## src/include/dbp_map.svh

```systemverilog
// Register offsets, field positions and reset values of the dual port block.
`ifndef DBP_MAP_SVH
`define DBP_MAP_SVH
`define DBP_ADDR_W 4
`define DBP_OFF_FIRST_PINS 4'h0
`define DBP_OFF_FIRST_LAT 4'h1
`define DBP_OFF_FIRST_DIR 4'h2
`define DBP_OFF_CTL_MAIN 4'h3
`define DBP_OFF_CTL_EDGE 4'h4
`define DBP_OFF_CTL_EXT 4'h5
`define DBP_OFF_SECOND_PINS 4'h6
`define DBP_OFF_SECOND_LAT 4'h7
`define DBP_OFF_SECOND_DIR 4'h8
`define DBP_DIR_RST 8'hFF
`define DBP_CTL_MAIN_RST 8'h00
`define DBP_CTL_EDGE_RST 8'hFF
`define DBP_CTL_EXT_RST 8'hC0
`define DBP_B_CHG_FLAG 0
`define DBP_B_EXT0_FLAG 1
`define DBP_B_CHG_EN 3
`define DBP_B_EXT0_EN 4
`define DBP_B_PULLUP_N 7
`define DBP_B_EDGE0 6
`define DBP_B_EXT1_FLAG 0
`define DBP_B_EXT1_EN 3
`define DBP_B_PROG_CLK 6
`define DBP_B_PROG_DATA 7
`endif

```

## src/include/dbp_pkg.sv

```systemverilog
// Shared types of the dual port block.
package dbp_pkg;
    typedef logic [7:0] dbp_byte_t;
    typedef logic [3:0] dbp_nib_t;
endpackage

```

## src/include/dbp_lane_if.sv

```systemverilog
// Signals between the register core and one port lane.
`timescale 1ns/1ps
interface dbp_lane_if #(parameter int WIDTH = 8);
    logic [WIDTH-1:0] dir;
    logic [WIDTH-1:0] latch;
    logic [WIDTH-1:0] ovr_en;
    logic [WIDTH-1:0] ovr_dir;
    logic [WIDTH-1:0] ovr_out;
    logic [WIDTH-1:0] eff_in;
    logic [WIDTH-1:0] pin_q;
    logic [WIDTH-1:0] oe_q;
    logic [WIDTH-1:0] sync;
    modport lane (input dir, latch, ovr_en, ovr_dir, ovr_out,
        output eff_in, pin_q, oe_q, sync);
    modport core (output dir, latch, ovr_en, ovr_dir, ovr_out,
        input eff_in, pin_q, oe_q, sync);
endinterface

```

## src/dbp_gpio_top.sv

```systemverilog
// Dual eight-pin port block with pull-ups, pin interrupts and peripheral override.
//
// What this block does
// - A direction bit of one releases the pin driver; the pin is an input.
// - A direction bit of zero drives the pin from its output latch.
// - Reading an output latch register returns the latch, never the pins.
// - An enabled peripheral on the second port forces pin direction either way.
// - Peripheral overrides never enter the direction register.
// - Both direction registers reset to all ones on every reset.
// - Latches are undefined after power-on and kept by other resets.
// - First-port pins zero to three are external interrupt inputs zero to three.
// - First-port pins four to seven offer interrupt-on-change.
// - Every first-port pin has a weak pull-up under software control.
// - In programming mode first-port pins six and seven are clock and data.
// - Second-port pins are shared with timer, capture, serial and USART functions.
// - Each port is eight pins, each with its own direction bit.
// - Pull-ups turn on when the active-low control bit is cleared; off at reset.
// - A first-port pin configured as output has its pull-up off.
// - Upper input pins mismatching the last read value set the change flag.
// - Reading the first port ends the mismatch; a live mismatch keeps setting.
`timescale 1ns/1ps
`include "dbp_map.svh"
module dbp_gpio_top import dbp_pkg::*; #(
    parameter int WIDTH = 8
) (
    input wire logic core_clk_in, // Core clock, 20 MHz.
    input wire logic rstn_in, // Power-on and brown-out reset, active low.
    input wire logic warm_rst_in, // Other reset sources, synchronous, one cycle or more.
    input wire logic [`DBP_ADDR_W-1:0] addr_in, // Register address.
    input wire logic [7:0] wdata_in, // Write data.
    input wire logic wr_in, // Write strobe.
    input wire logic rd_in, // Read strobe.
    output logic [7:0] rdata_out, // Read data, cycle after the strobe.
    input wire logic [WIDTH-1:0] first_pins_in, // First port pad levels.
    output logic [WIDTH-1:0] first_pins_out, // First port drive values.
    output logic [WIDTH-1:0] first_pins_oe_out, // First port drive enables.
    output logic [WIDTH-1:0] first_pullup_out, // First port weak pull-up enables.
    input wire logic [WIDTH-1:0] second_pins_in, // Second port pad levels.
    output logic [WIDTH-1:0] second_pins_out, // Second port drive values.
    output logic [WIDTH-1:0] second_pins_oe_out, // Second port drive enables.
    output logic [WIDTH-1:0] second_pins_sync_out, // Second port levels for peripherals.
    input wire logic [WIDTH-1:0] periph_ovr_en_in, // Peripheral owns the pin.
    input wire logic [WIDTH-1:0] periph_ovr_dir_in, // Forced direction, one is input.
    input wire logic [WIDTH-1:0] periph_out_in, // Peripheral drive values.
    input wire logic prog_mode_in, // Serial programming mode pin.
    input wire logic prog_data_oe_in, // Programmer logic drives the data pin.
    input wire logic prog_data_in, // Programmer logic data value.
    output logic prog_clk_out, // Programming clock seen on the pin.
    output logic prog_data_out, // Programming data seen on the pin.
    output logic change_req_out, // Port change flag and enable.
    output logic [3:0] ext_req_out // External pin flags and enables.
);
    dbp_byte_t first_dir;
    dbp_byte_t first_lat;
    dbp_byte_t second_dir;
    dbp_byte_t second_lat;
    dbp_byte_t ctl_main;
    dbp_byte_t ctl_edge;
    dbp_byte_t ctl_ext;
    dbp_nib_t last_read;
    dbp_nib_t ext_prev;
    dbp_nib_t ext_hit;
    dbp_nib_t ext_sel;
    dbp_byte_t next_rdata;
    logic prog_mode;
    logic mismatch;
    logic wr_main;
    logic wr_ext;
    logic first_pins_rd;
    logic first_pins_wr;

    dbp_lane_if #(.WIDTH(WIDTH)) first_if ();
    dbp_lane_if #(.WIDTH(WIDTH)) second_if ();

    initial begin
        if (WIDTH != 8) begin
            $error("dbp_gpio_top: ports are eight pins wide");
        end
    end

    dbp_sync #(.WIDTH(1)) u_prog_sync (
        .clk_in(core_clk_in),
        .rstn_in(rstn_in),
        .d_in(prog_mode_in),
        .q_out(prog_mode)
    );

    dbp_port_lane #(.WIDTH(WIDTH)) u_first (
        .clk_in(core_clk_in),
        .rstn_in(rstn_in),
        .pins_in(first_pins_in),
        .lane(first_if.lane)
    );

    dbp_port_lane #(.WIDTH(WIDTH)) u_second (
        .clk_in(core_clk_in),
        .rstn_in(rstn_in),
        .pins_in(second_pins_in),
        .lane(second_if.lane)
    );

    assign wr_main = wr_in && (addr_in == `DBP_OFF_CTL_MAIN);
    assign wr_ext = wr_in && (addr_in == `DBP_OFF_CTL_EXT);
    assign first_pins_rd = rd_in && (addr_in == `DBP_OFF_FIRST_PINS);
    assign first_pins_wr = wr_in && (addr_in == `DBP_OFF_FIRST_PINS);

    // Programming mode takes the two upper pins: the clock is an input, data may turn.
    assign first_if.dir = first_dir;
    assign first_if.latch = first_lat;
    assign first_if.ovr_en = {prog_mode, prog_mode, 6'h00};
    assign first_if.ovr_dir = {~prog_data_oe_in, 1'b1, 6'h3F};
    assign first_if.ovr_out = {prog_data_in, 7'h00};
    assign second_if.dir = second_dir;
    assign second_if.latch = second_lat;
    assign second_if.ovr_en = periph_ovr_en_in;
    assign second_if.ovr_dir = periph_ovr_dir_in;
    assign second_if.ovr_out = periph_out_in;

    // Direction registers: ones on every reset, software writes only.
    always_ff @(posedge core_clk_in or negedge rstn_in) begin
        if (!rstn_in) begin
            first_dir <= `DBP_DIR_RST;
            second_dir <= `DBP_DIR_RST;
        end else if (warm_rst_in) begin
            first_dir <= `DBP_DIR_RST;
            second_dir <= `DBP_DIR_RST;
        end else if (wr_in) begin
            if (addr_in == `DBP_OFF_FIRST_DIR) begin
                first_dir <= wdata_in;
            end
            if (addr_in == `DBP_OFF_SECOND_DIR) begin
                second_dir <= wdata_in;
            end
        end
    end

    // Latches carry no reset: undefined after power-on and kept by warm resets.
    always_ff @(posedge core_clk_in) begin
        if (wr_in && !warm_rst_in) begin
            if (addr_in == `DBP_OFF_FIRST_PINS || addr_in == `DBP_OFF_FIRST_LAT) begin
                first_lat <= wdata_in;
            end
            if (addr_in == `DBP_OFF_SECOND_PINS || addr_in == `DBP_OFF_SECOND_LAT) begin
                second_lat <= wdata_in;
            end
        end
    end

    // Reference value for the change compare, taken at each port read or write.
    always_ff @(posedge core_clk_in or negedge rstn_in) begin
        if (!rstn_in) begin
            last_read <= 4'h0;
        end else if (first_pins_rd || first_pins_wr) begin
            last_read <= first_if.sync[7:4];
        end
    end

    assign mismatch = |((first_if.sync[7:4] ^ last_read) & first_if.eff_in[7:4]);

    always_ff @(posedge core_clk_in or negedge rstn_in) begin
        if (!rstn_in) begin
            ext_prev <= 4'h0;
        end else begin
            ext_prev <= first_if.sync[3:0];
        end
    end

    // Edge select bits sit in descending order, one means rising edge.
    assign ext_sel = ctl_edge[`DBP_B_EDGE0 -: 4];
    always_comb begin
        for (int i = 0; i < 4; i++) begin
            ext_hit[i] = ext_sel[3 - i] ? (first_if.sync[i] & ~ext_prev[i])
                                        : (~first_if.sync[i] & ext_prev[i]);
        end
    end

    // Hardware sets win over a software clear in the same cycle.
    always_ff @(posedge core_clk_in or negedge rstn_in) begin
        if (!rstn_in) begin
            ctl_main <= `DBP_CTL_MAIN_RST;
        end else if (warm_rst_in) begin
            ctl_main <= {7'h00, ctl_main[`DBP_B_CHG_FLAG]};
        end else begin
            if (wr_main) begin
                ctl_main <= wdata_in;
            end
            if (mismatch) begin
                ctl_main[`DBP_B_CHG_FLAG] <= 1'b1;
            end
            if (ext_hit[0]) begin
                ctl_main[`DBP_B_EXT0_FLAG] <= 1'b1;
            end
        end
    end

    always_ff @(posedge core_clk_in or negedge rstn_in) begin
        if (!rstn_in) begin
            ctl_ext <= `DBP_CTL_EXT_RST;
        end else if (warm_rst_in) begin
            ctl_ext <= `DBP_CTL_EXT_RST;
        end else begin
            if (wr_ext) begin
                ctl_ext <= wdata_in;
            end
            for (int i = 0; i < 3; i++) begin
                if (ext_hit[i + 1]) begin
                    ctl_ext[`DBP_B_EXT1_FLAG + i] <= 1'b1;
                end
            end
        end
    end

    always_ff @(posedge core_clk_in or negedge rstn_in) begin
        if (!rstn_in) begin
            ctl_edge <= `DBP_CTL_EDGE_RST;
        end else if (warm_rst_in) begin
            ctl_edge <= `DBP_CTL_EDGE_RST;
        end else if (wr_in && addr_in == `DBP_OFF_CTL_EDGE) begin
            ctl_edge <= wdata_in;
        end
    end

    // Pull-ups follow the effective direction, so a programming-mode data drive also drops it.
    always_ff @(posedge core_clk_in or negedge rstn_in) begin
        if (!rstn_in) begin
            first_pullup_out <= '0;
        end else begin
            first_pullup_out <= ctl_edge[`DBP_B_PULLUP_N] ? '0 : first_if.eff_in;
        end
    end

    always_comb begin
        next_rdata = 8'h00;
        unique case (addr_in)
            `DBP_OFF_FIRST_PINS: next_rdata = first_if.sync;
            `DBP_OFF_FIRST_LAT: next_rdata = first_lat;
            `DBP_OFF_FIRST_DIR: next_rdata = first_dir;
            `DBP_OFF_CTL_MAIN: next_rdata = ctl_main;
            `DBP_OFF_CTL_EDGE: next_rdata = ctl_edge;
            `DBP_OFF_CTL_EXT: next_rdata = ctl_ext;
            `DBP_OFF_SECOND_PINS: next_rdata = second_if.sync;
            `DBP_OFF_SECOND_LAT: next_rdata = second_lat;
            `DBP_OFF_SECOND_DIR: next_rdata = second_dir;
            default: next_rdata = 8'h00;
        endcase
    end

    always_ff @(posedge core_clk_in or negedge rstn_in) begin
        if (!rstn_in) begin
            rdata_out <= 8'h00;
        end else if (rd_in) begin
            rdata_out <= next_rdata;
        end else begin
            rdata_out <= 8'h00;
        end
    end

    always_ff @(posedge core_clk_in or negedge rstn_in) begin
        if (!rstn_in) begin
            change_req_out <= 1'b0;
            ext_req_out <= 4'h0;
            prog_clk_out <= 1'b0;
            prog_data_out <= 1'b0;
            second_pins_sync_out <= '0;
        end else begin
            change_req_out <= ctl_main[`DBP_B_CHG_FLAG] & ctl_main[`DBP_B_CHG_EN];
            ext_req_out[0] <= ctl_main[`DBP_B_EXT0_FLAG] & ctl_main[`DBP_B_EXT0_EN];
            ext_req_out[3:1] <= ctl_ext[`DBP_B_EXT1_FLAG +: 3] & ctl_ext[`DBP_B_EXT1_EN +: 3];
            prog_clk_out <= prog_mode & first_if.sync[`DBP_B_PROG_CLK];
            prog_data_out <= prog_mode & first_if.sync[`DBP_B_PROG_DATA];
            second_pins_sync_out <= second_if.sync;
        end
    end

    assign first_pins_out = first_if.pin_q;
    assign first_pins_oe_out = first_if.oe_q;
    assign second_pins_out = second_if.pin_q;
    assign second_pins_oe_out = second_if.oe_q;

    dir_reset_ones_a: assert property (@(posedge core_clk_in) disable iff (!rstn_in)
        warm_rst_in |=> first_dir == 8'hFF && second_dir == 8'hFF ##1 first_pins_oe_out == 8'h00)
        else $error("direction not all inputs after reset");
    latch_read_back_a: assert property (@(posedge core_clk_in) disable iff (!rstn_in)
        rd_in && addr_in == `DBP_OFF_FIRST_LAT |=> rdata_out == $past(first_lat))
        else $error("latch read does not return latch");
    override_not_stored_a: assert property (@(posedge core_clk_in) disable iff (!rstn_in)
        !(wr_in && addr_in == `DBP_OFF_SECOND_DIR) && !warm_rst_in |=> $stable(second_dir))
        else $error("direction register changed without a write");
    override_drives_pin_a: assert property (@(posedge core_clk_in) disable iff (!rstn_in)
        periph_ovr_en_in != 8'h00 |=> (second_pins_oe_out & $past(periph_ovr_en_in))
            == $past(periph_ovr_en_in & ~periph_ovr_dir_in))
        else $error("peripheral override does not force the pin direction");
    pullup_off_out_a: assert property (@(posedge core_clk_in) disable iff (!rstn_in)
        first_if.eff_in != 8'hFF |=> (first_pullup_out & ~$past(first_if.eff_in)) == 8'h00)
        else $error("pull-up active on an output pin");
    pullup_ctrl_a: assert property (@(posedge core_clk_in) disable iff (!rstn_in)
        ctl_edge[`DBP_B_PULLUP_N] |=> first_pullup_out == 8'h00)
        else $error("pull-ups on while disabled");
    change_flag_set_a: assert property (@(posedge core_clk_in) disable iff (!rstn_in)
        mismatch && !warm_rst_in |=> ctl_main[`DBP_B_CHG_FLAG])
        else $error("mismatch did not set change flag");
    read_ends_match_a: assert property (@(posedge core_clk_in) disable iff (!rstn_in)
        first_pins_rd |=> last_read == $past(first_if.sync[7:4]))
        else $error("port read did not capture compare value");
    ext_edge_flag_a: assert property (@(posedge core_clk_in) disable iff (!rstn_in)
        ext_hit[1] && !warm_rst_in |=> ctl_ext[`DBP_B_EXT1_FLAG])
        else $error("external edge did not set its flag");
    read_data_one_a: assert property (@(posedge core_clk_in) disable iff (!rstn_in)
        !rd_in |=> rdata_out == 8'h00)
        else $error("read data outside its cycle");
endmodule

```

## src/dbp_port_lane.sv

```systemverilog
// One bidirectional port: direction with override, pin drive and input sampling.
`timescale 1ns/1ps
module dbp_port_lane #(
    parameter int WIDTH = 8
) (
    input wire logic clk_in, // Core clock.
    input wire logic rstn_in, // Asynchronous reset, active low.
    input wire logic [WIDTH-1:0] pins_in, // Pin levels from the pads.
    dbp_lane_if.lane lane // Core side.
);
    logic [WIDTH-1:0] value;

    initial begin
        if (WIDTH != 8) begin
            $error("dbp_port_lane: ports are eight pins wide");
        end
    end

    // An override acts only here; the direction register is never touched.
    assign lane.eff_in = (lane.ovr_en & lane.ovr_dir) | (~lane.ovr_en & lane.dir);
    assign value = (lane.ovr_en & lane.ovr_out) | (~lane.ovr_en & lane.latch);

    always_ff @(posedge clk_in or negedge rstn_in) begin
        if (!rstn_in) begin
            lane.oe_q <= '0;
            lane.pin_q <= '0;
        end else begin
            lane.oe_q <= ~lane.eff_in;
            lane.pin_q <= ~lane.eff_in & value;
        end
    end

    dbp_sync #(.WIDTH(WIDTH)) u_sync (
        .clk_in(clk_in),
        .rstn_in(rstn_in),
        .d_in(pins_in),
        .q_out(lane.sync)
    );

    oe_follows_dir_a: assert property (@(posedge clk_in) disable iff (!rstn_in)
        lane.oe_q == ~$past(lane.eff_in))
        else $error("pin enable does not follow effective direction");
    drive_value_a: assert property (@(posedge clk_in) disable iff (!rstn_in)
        $past(!lane.eff_in[0] && !lane.ovr_en[0]) |-> lane.pin_q[0] == $past(lane.latch[0]))
        else $error("output pin does not carry the latch");
endmodule

```

## src/dbp_sync.sv

```systemverilog
// Two-stage synchroniser for pin levels.
`timescale 1ns/1ps
module dbp_sync #(
    parameter int WIDTH = 8
) (
    input wire logic clk_in, // Core clock.
    input wire logic rstn_in, // Asynchronous reset, active low.
    input wire logic [WIDTH-1:0] d_in, // Asynchronous level.
    output logic [WIDTH-1:0] q_out // Synchronised level.
);
    logic [WIDTH-1:0] meta;

    initial begin
        if (WIDTH < 1) begin
            $error("dbp_sync: WIDTH must be at least 1");
        end
    end

    always_ff @(posedge clk_in or negedge rstn_in) begin
        if (!rstn_in) begin
            meta <= '0;
            q_out <= '0;
        end else begin
            meta <= d_in;
            q_out <= meta;
        end
    end
endmodule
```

## config.mk

```make
export PLATFORM = sky130hd
export DESIGN_NAME = dbp_gpio_top
export DESIGN_NICKNAME = d
export VERILOG_FILES = /design/src/include/dbp_pkg.sv /design/src/include/dbp_lane_if.sv /design/src/dbp_gpio_top.sv /design/src/dbp_port_lane.sv /design/src/dbp_sync.sv
export VERILOG_INCLUDE_DIRS = /design/src /design/src/include
export SDC_FILE = /design/constraint.sdc
export NUM_CORES = 1
export LEC_CHECK = 0
export BUFFER_PORTS_ARGS = -buffer_cell sky130_fd_sc_hd__buf_2
export CORE_MARGIN = 1
export CORE_UTILIZATION = 38
export DETAILED_ROUTE_END_ITERATION = 8
export PLACE_DENSITY = 0.66
export SETUP_SLACK_MARGIN = 0.5
export SYNTH_ARGS = -nofsm -noshare
export SYNTH_HDL_FRONTEND = slang
export SYNTH_SLANG_ARGS = --single-unit
```

## constraint.sdc

```tcl
create_clock -name core_clk_in -period 2.05 [get_ports core_clk_in]
set_clock_uncertainty 0.2 [all_clocks]
set_input_delay 0.5125 -clock core_clk_in [delete_from_list [all_inputs] [get_ports core_clk_in]]
set_output_delay 0.5125 -clock core_clk_in [all_outputs]
set_load 0.03 [all_outputs]
```

* After elaboration in Yosys (flattened, before gate mapping)
Index checks and enable logic that the tools add are counted. W data, S select, Z words.
Word-level totals: output and inout port bits 63, logic and storage cells 134, bits of input ports 60, register bits after elaboration 161
Cells by class: reduce and logical (&&, ||, !) cells 28, equal/unequal tests 8, multiplexer cells 24, bitwise operators 43
Operator list (count):
- $mux W8 | 14
- $and A8 B8 Y8 | 10
- $pmux W8 S9 | 1
- $not A8 Y8 | 4
- $or A8 B8 Y8 | 4
- $eq A4 B3 Y1 const B | 4
- $reduce_bool A2 Y1 | 7
- $and A1 B1 Y1 | 12
- $reduce_bool A3 Y1 | 4
- $not A1 Y1 | 10
- $reduce_and A2 Y1 | 5
- $mux W1 | 9
- $eq A4 B2 Y1 const B | 2
- $logic_and A1 B1 Y1 | 6
- $and A4 B4 Y4 | 1
- $eq A4 B1 Y1 const B | 1
- $eq A4 B4 Y1 const B | 1
- $logic_not A4 Y1 | 1
- $reduce_or A4 Y1 | 1
- $xor A4 B4 Y4 | 1
- $and A3 B3 Y3 | 1
- $logic_or A1 B1 Y1 | 3
- $logic_not A1 Y1 | 1

* Depth between registers and ports, before layout
Gate-level depths: netlist (run 1).
word-level depth 7, gate-level depth with buffers 6, gate-level depth less buffers 4

* Cells and area by module
Synthesis (run 1) repeated with hierarchy kept, for this count alone.
Second synthesis, totals: cell total of the unflattened synthesis 509, area total of the unflattened synthesis 6487.5 µm²
Modules (own cells, without submodules):
- dbp_gpio_top | area each 4262.8 µm², seq. area each 2489.9 µm², cells an instance 363, instances 1
- dbp_port_lane | area each 686.9 µm², seq. area each 400.4 µm², cells an instance 56, instances 2
- dbp_sync (u_first.u_sync ...) | area each 400.4 µm², seq. area each 400.4 µm², cells an instance 16, instances 2
- dbp_sync (u_prog_sync) | area each 50.0 µm², seq. area each 50.0 µm², cells an instance 2, instances 1

* Worst setup path before layout (run 1)
OpenSTA, ideal clock, no wires.
kind input-to-reg, start point input warm_rst_in, end point register first_lat[0], in the netlist first_if.latch[0] (enable), library setup time 0.383 ns, data required time 1.467 ns, data arrival time 1.599 ns, buffers on the path 2, stages 5, path slack -0.132 ns, path through clkbuf_1 -> clkbuf_1 -> nor2_1 -> nand2_1 -> nor3_1
Between the ends: cells in the longest elaborated chain, start to end 3
RTL lines:
- start: declaration | line dbp_gpio_top.sv:28 | input wire logic warm_rst_in,
- $logic_not A1 Y1 | line dbp_gpio_top.sv:139 | if (wr_in && !warm_rst_in) begin
- $logic_and A1 B1 Y1 | line dbp_gpio_top.sv:139
- $reduce_and A2 Y1 (no line)
- end signal: assignment | line dbp_gpio_top.sv:141 | first_lat <= wdata_in;
- end: declaration | line dbp_gpio_top.sv:54 | dbp_byte_t first_lat;
Every way passes these cells. A chain may end at the register's enable or synchronous reset.

* Final worst setup path (run 1)
start point register rdata_out[7], end point output rdata_out[7]
RTL lines:
- start: declaration | line dbp_gpio_top.sv:33 | output logic [7:0] rdata_out,
- start signal: assignment | line dbp_gpio_top.sv:252 | rdata_out <= next_rdata;
No word-level cell between the ends.

==> impl_metrics.tcl, run 1 <==
set metrics [dict create \
    cts_buffers 17 \
    rr_startpoint "u_first.u_sync.q_out[5]" \
    wirelength_um 16200 \
    die_w_um 130 \
    total_power_mw 7.22 \
    netlist-cell-type-count 52 \
    cpPeakStageDelay_ns 0.40 \
    yosys_register_bits 161 \
    fin_crit_ns 1.69 \
    synth_edf_count 16 \
    leakage_nw 4.08 \
    grtUsageTotal 0.202 \
    via_per_inst 4.89 \
    tightest_slew_ns 0.432 \
    synth_cells 468 \
    synth_top_cell_by_area "dfrtp_1" \
    cts_tree "built" \
    crit_start "rdata_out[7]" \
    drc_errors 0 \
    initial_core_util 0.389 \
    ant_nets 0 \
    grt-ovfl-total 0 \
    hold_viol 0 \
    cts.clk_slew.worst_paths_ns 0.06 \
    ff2ff_path_depth 4 \
    critPathMaxFanout 1 \
    drtIter0Drc 293 \
    slew_headroom 0.712 \
    synth.most_common_cell "dfrtp_1" \
    synth_top_area_frac 0.480 \
    cts.sinks 161 \
    crit_required_ns 1.34 \
    grt_first_pass_wirelength_um 24700 \
    gp_congestion 0.905 \
    critical_path_class "flip-flop to output port" \
    fp.coreArea_um2 15900 \
    critPathTopFamily "flip-flops" \
    pin_count 123 \
    dpl-instance-area_um2 7370 \
    wl_per_cell_um 18.4 \
    irDropWorstVdd_mv 0.600 \
    grt_pass1_vias 4412 \
    antenna_found_initial 0 \
    cap_violations 0 \
    crit_arrival_ns 0.98 \
    synthArstFlopShare 0.901 \
    final_core_util 0.549 \
    yosys_warnings 0 \
    power_density_nw_per_um2 825 \
    dieHeight_um 130 \
    portBuffers 122 \
    final-setup-viol-count 0 \
    rsz0062_at_grt "yes" \
    dp_slack_ns -0.0246 \
    crit_slowest_cell "dfrtp_1" \
    critPathCapture "rdata_out[7]" \
    num_antenna_cells 0 \
    area_growth_syn_to_layout_pct 41.0 \
    vias 4302 \
    drt_first_pass_iters 5 \
    post-route-period-util 0.825 \
    avgSynthCellArea_um2 13.3 \
    cp_num_cells 1 \
    drive_above_1_share 0.410 \
    grt_max_degree 42 \
    final_nets 710 \
    clk_latency_ns 0.43 \
    synth_flop_cell "dfrtp_1" \
    path_buf_inv 1 \
    final_max_slew_viol_count 0 \
    cts.path.max_buffers 2 \
    rrSetupSlack_ns 0.50 \
    seq_area_frac_synth 0.667 \
    place_hpwl_um 11400 \
    h-tree-depth 4 \
    syn_area_um2 6210 \
    fin_ws_ns 0.359 \
    end_kind "output port" \
    status "complete, no violations" \
    dieArea_um2 16800 \
    fmax_ghz 0.592 \
    synthTopCellsByArea "dfrtp_1 48%, dfstp_2 11%, edfxtp_1 7.7%" \
    stdcell_area_um2 8750 \
    synth_common_cells "119 x dfrtp_1, 51 x nor2_1, 40 x mux2i_1" \
    hold_path.class "input pin to flip-flop" \
    setup_tns_ns 0 \
    worstSetupStartpointType "flip-flop" \
    clock-root-buffer "clkbuf_16" \
    core.rowCount 46 \
    syn_nets 528 \
    r2r-end "rdata_out[5]" \
    crit_path_cell_trace "buf_6" \
]
[kinds of logic after synthesis]
kind of cell	synth area share
flops	0.667
simple gates	0.126
compound gates	0.0923
mux	0.0790
buf+inv	0.0302
xor+xnor	0.00565
[how the worst min path moves through the flow]
stage / startpoint / to / cells past startpoint
floorplan: rstn_in / change_req_out / 0
global placement: u_first.u_sync.meta[3] / u_first.u_sync.q_out[3] / 0
detailed placement: u_first.u_sync.meta[3] / u_first.u_sync.q_out[3] / 0
CTS: periph_ovr_dir_in[2] / u_second.lane.oe_q[2] / 2
global route: periph_ovr_dir_in[0] / u_second.lane.oe_q[0] / 2
finish: periph_ovr_dir_in[2] / u_second.lane.oe_q[2] / 2
[cell type report]
class	count	area, um2
Inverter	15	56.3
Tap cell	216	270
Sequential cell	161	4140
Timing Repair Buffer	187	1680
Clock buffer	20	467
Fill cell	1321	7190
Clock inverter	12	97.6
Multi-Input combinational cell	268	2040
[per-layer routing]
metal  GRT usage  part of all wire  vias to the layer above  wire length [um]
met3      0.0398             0.036                       16               582
li1            -                 -                     2011                 -
met5           0                 0                        -                 0
met2       0.338              0.51                      116              8270
met4      0.0670             0.013                        0               206
met1       0.263              0.44                     2159              7120
[power breakdown]
group	switching, mW	leakage [nW]	internal, mW
registers	0.0914	1.93	3.36
clock network	1.32	0.275	1.67
logic	0.419	1.87	0.362
total	1.83	4.08	5.39
[timing repair]
item,CTS,global route
pin swaps,6,9
buffers inserted,2,8
setup endpoints to repair,87,89
hold endpoints to repair,41,0
hold buffers,18,0
gates resized for setup,135,31
cloned,0,2
[metrics by stage]
step	hold WS, ns	std cells
6_report	0.0735	879
5_1_grt	0.0778	879
4_1_cts	0.0648	869
3_5_place_dp	0.135	817
3_3_place_gp	0.132	817
2_1_floorplan	0.0169	468
[cells in the final DEF (no fill, tap or decap), types with 5 or more instances in the layout]
cell / n
a22o_1: 5
and3_1: 8
nor2_1: 48
dfstp_2: 26
nand3b_1: 12
dfrtp_1: 118
buf_4: 35
buf_6: 69
inv_1: 15
a211o_1: 26
edfxtp_1: 16
a22oi_1: 5
a21oi_1: 18
and2_1: 9
dlygate4sd3_1: 18
buf_12: 5
nand2_1: 11
clkbuf_16: 18
buf_2: 54
mux2i_1: 40
a21oi_2: 7
nor2b_1: 17
No activity file was read; power rests on OpenSTA's default activity.
==> run 2, diff against run 1 <==
- PLACE_DENSITY: 0.66 -> 0.68
- clock period: 2.05 -> 1.4 ns (I/O delays scaled with it)
==> run 2 against run 1 <==
Net effect: the flow now finishes with violations (negative hold slack, negative setup slack); critical path depth stayed put; non-clock buffer count is 63 higher; clock power is 52% higher; flip-flop and latch count stayed put; largest cell class unchanged.
==> impl_metrics.tcl, run 2 (synthesized netlist as in run 1, its figures left out) <==
set metrics [dict create \
    status "finished, violations left" \
    violations "negative hold slack, negative setup slack" \
    crit_path_cell_trace "buf_6" \
    portBuffers 122 \
    drc_errors 0 \
    crit_arrival_ns 0.99 \
    slew_headroom 0.763 \
    gp_congestion 0.858 \
    wl_per_cell_um 19.1 \
    pin_count 123 \
    setup_tns_ns -6.93 \
    path_buf_inv 1 \
    dieArea_um2 16800 \
    vias 4651 \
    routed-wl-met3_um 898 \
    dp_slack_ns -0.480 \
    via_per_inst 4.94 \
    clock-root-buffer "clkbuf_16" \
    cts.path.max_buffers 2 \
    num_antenna_cells 0 \
    post-route-period-util 1.10 \
    drt_first_pass_iters 5 \
    irDropWorstVdd_mv 0.892 \
    fp.coreArea_um2 15900 \
    worstSetupStartpointType "flip-flop" \
    grt_first_pass_wirelength_um 27100 \
    cpPeakStageDelay_ns 0.42 \
    layout.cells.non_filler 942 \
    grt-ovfl-total 0 \
    final_nets 773 \
    cts_buffers 17 \
    tightest_slew_ns 0.356 \
    drtIter0Drc 237 \
    postCtsHoldBufs 17 \
    hold_path.class "input pin to async pin" \
    fin_crit_ns 1.54 \
    leakage_nw 4.49 \
    top_layer_used "met4" \
    holdWs_ns -0.383 \
    power_density_nw_per_um2 1110 \
    critPathTopFamily "flip-flops" \
    wirelength_um 18000 \
    layout_commonest_cell "buf_6" \
    initial_core_util 0.389 \
    cts.clk_slew.worst_paths_ns 0.06 \
    cts_tree "built" \
    grt_pass1_vias 4968 \
    core.rowCount 46 \
    clk_latency_ns 0.43 \
    wl_met2_um 9210 \
    place_hpwl_um 12100 \
    cap_violations 0 \
    ant_nets 0 \
    grt_max_degree 35 \
    hold_viol 137 \
    post-place-cells 856 \
    crit_required_ns 0.85 \
    antenna_found_initial 0 \
    final_max_slew_viol_count 0 \
    grtUsageTotal 0.222 \
    crit_slowest_cell "dfrtp_2" \
    total_power_mw 11.1 \
    fmax_ghz 0.650 \
    rsz0062_at_grt "yes" \
    critical_path_class "flip-flop to output port" \
    drive_above_1_share 0.632 \
    layout_common_cells "107 x buf_6, 66 x dfrtp_2, 53 x dfrtp_1, 53 x buf_2, 52 x buf_4" \
    h-tree-depth 4 \
    dieHeight_um 130 \
    die_w_um 130 \
    cts.sinks 161 \
    end_kind "output port" \
    fin_ws_ns -0.139 \
    critPathMaxFanout 1 \
    area_growth_syn_to_layout_pct 60.3 \
    wl_met1_um 7340 \
    final-setup-viol-count 67 \
]
run 2: power breakdown:
part	internal (mW)	leakage, nW	switching [mW]
sequential	4.94	1.84	0.136
combinational	0.741	2.38	0.725
clock	2.67	0.278	1.86
total	8.35	4.49	2.72
run 2: timing repair:
| item | 4_1_cts | 5_1_grt |
|---|---|---|
| hold endpoints to repair | 156 | 138 |
| gates cloned | 3 | 0 |
| gates resized for setup | 249 | 65 |
| setup endpoints to repair | 176 | 178 |
| pin swaps | 55 | 27 |
| buffers inserted | 18 | 16 |
run 2: layout make-up:
| class | instances | area, um2 |
|---|---|---|
| clock buffer | 22 | 487 |
| fill | 1185 | 5990 |
| tap | 216 | 270 |
| timing repair buffer | 250 | 2440 |
| multi-input combinational | 268 | 2350 |
| sequential | 161 | 4220 |
| inverter | 15 | 71.3 |
| clock inverter | 10 | 98.8 |
run 2: final timing paths:
| path | from | endpoint | slack [ns] | depth (start not counted) |
|---|---|---|---|---|
| setup / recovery | u_first.lane.pin_q[4] | first_pins_out[4] | -0.14 | 1 |
| hold / removal | rstn_in | u_second.lane.pin_q[6] | -0.38 | 1 |
| setup reg to reg | u_first.u_sync.q_out[5] | rdata_out[5] | -0.12 | 4 |
| hold reg to reg | u_second.u_sync.meta[1] | u_second.u_sync.q_out[1] | 0.15 | 0 |
| max in group asynchronous | rstn_in | first_dir[0] | 0.84 | 2 |
| min in group core_clk_in | periph_ovr_dir_in[0] | u_second.lane.oe_q[0] | -0.09 | 2 |
run 2: layer usage:
| layer | track usage | up-vias |
|---|---|---|
| met1 | 0.263 | 2342 |
| met4 | 0.102 | 0 |
| met2 | 0.380 | 137 |
| met5 | 0 | - |
| met3 | 0.0545 | 36 |
| li1 | - | 2136 |
run 2: through the flow:
step / util / area [um2] / hold WS, ns
finish: 0.624 / 9950 / -0.383
global placement: 0.488 / 7780 / 0.0678
floorplan: - / 6470 / -0.146
global route: 0.624 / 9950 / -0.371
detailed placement: 0.488 / 7780 / 0.0652
CTS: 0.601 / 9580 / -0.382
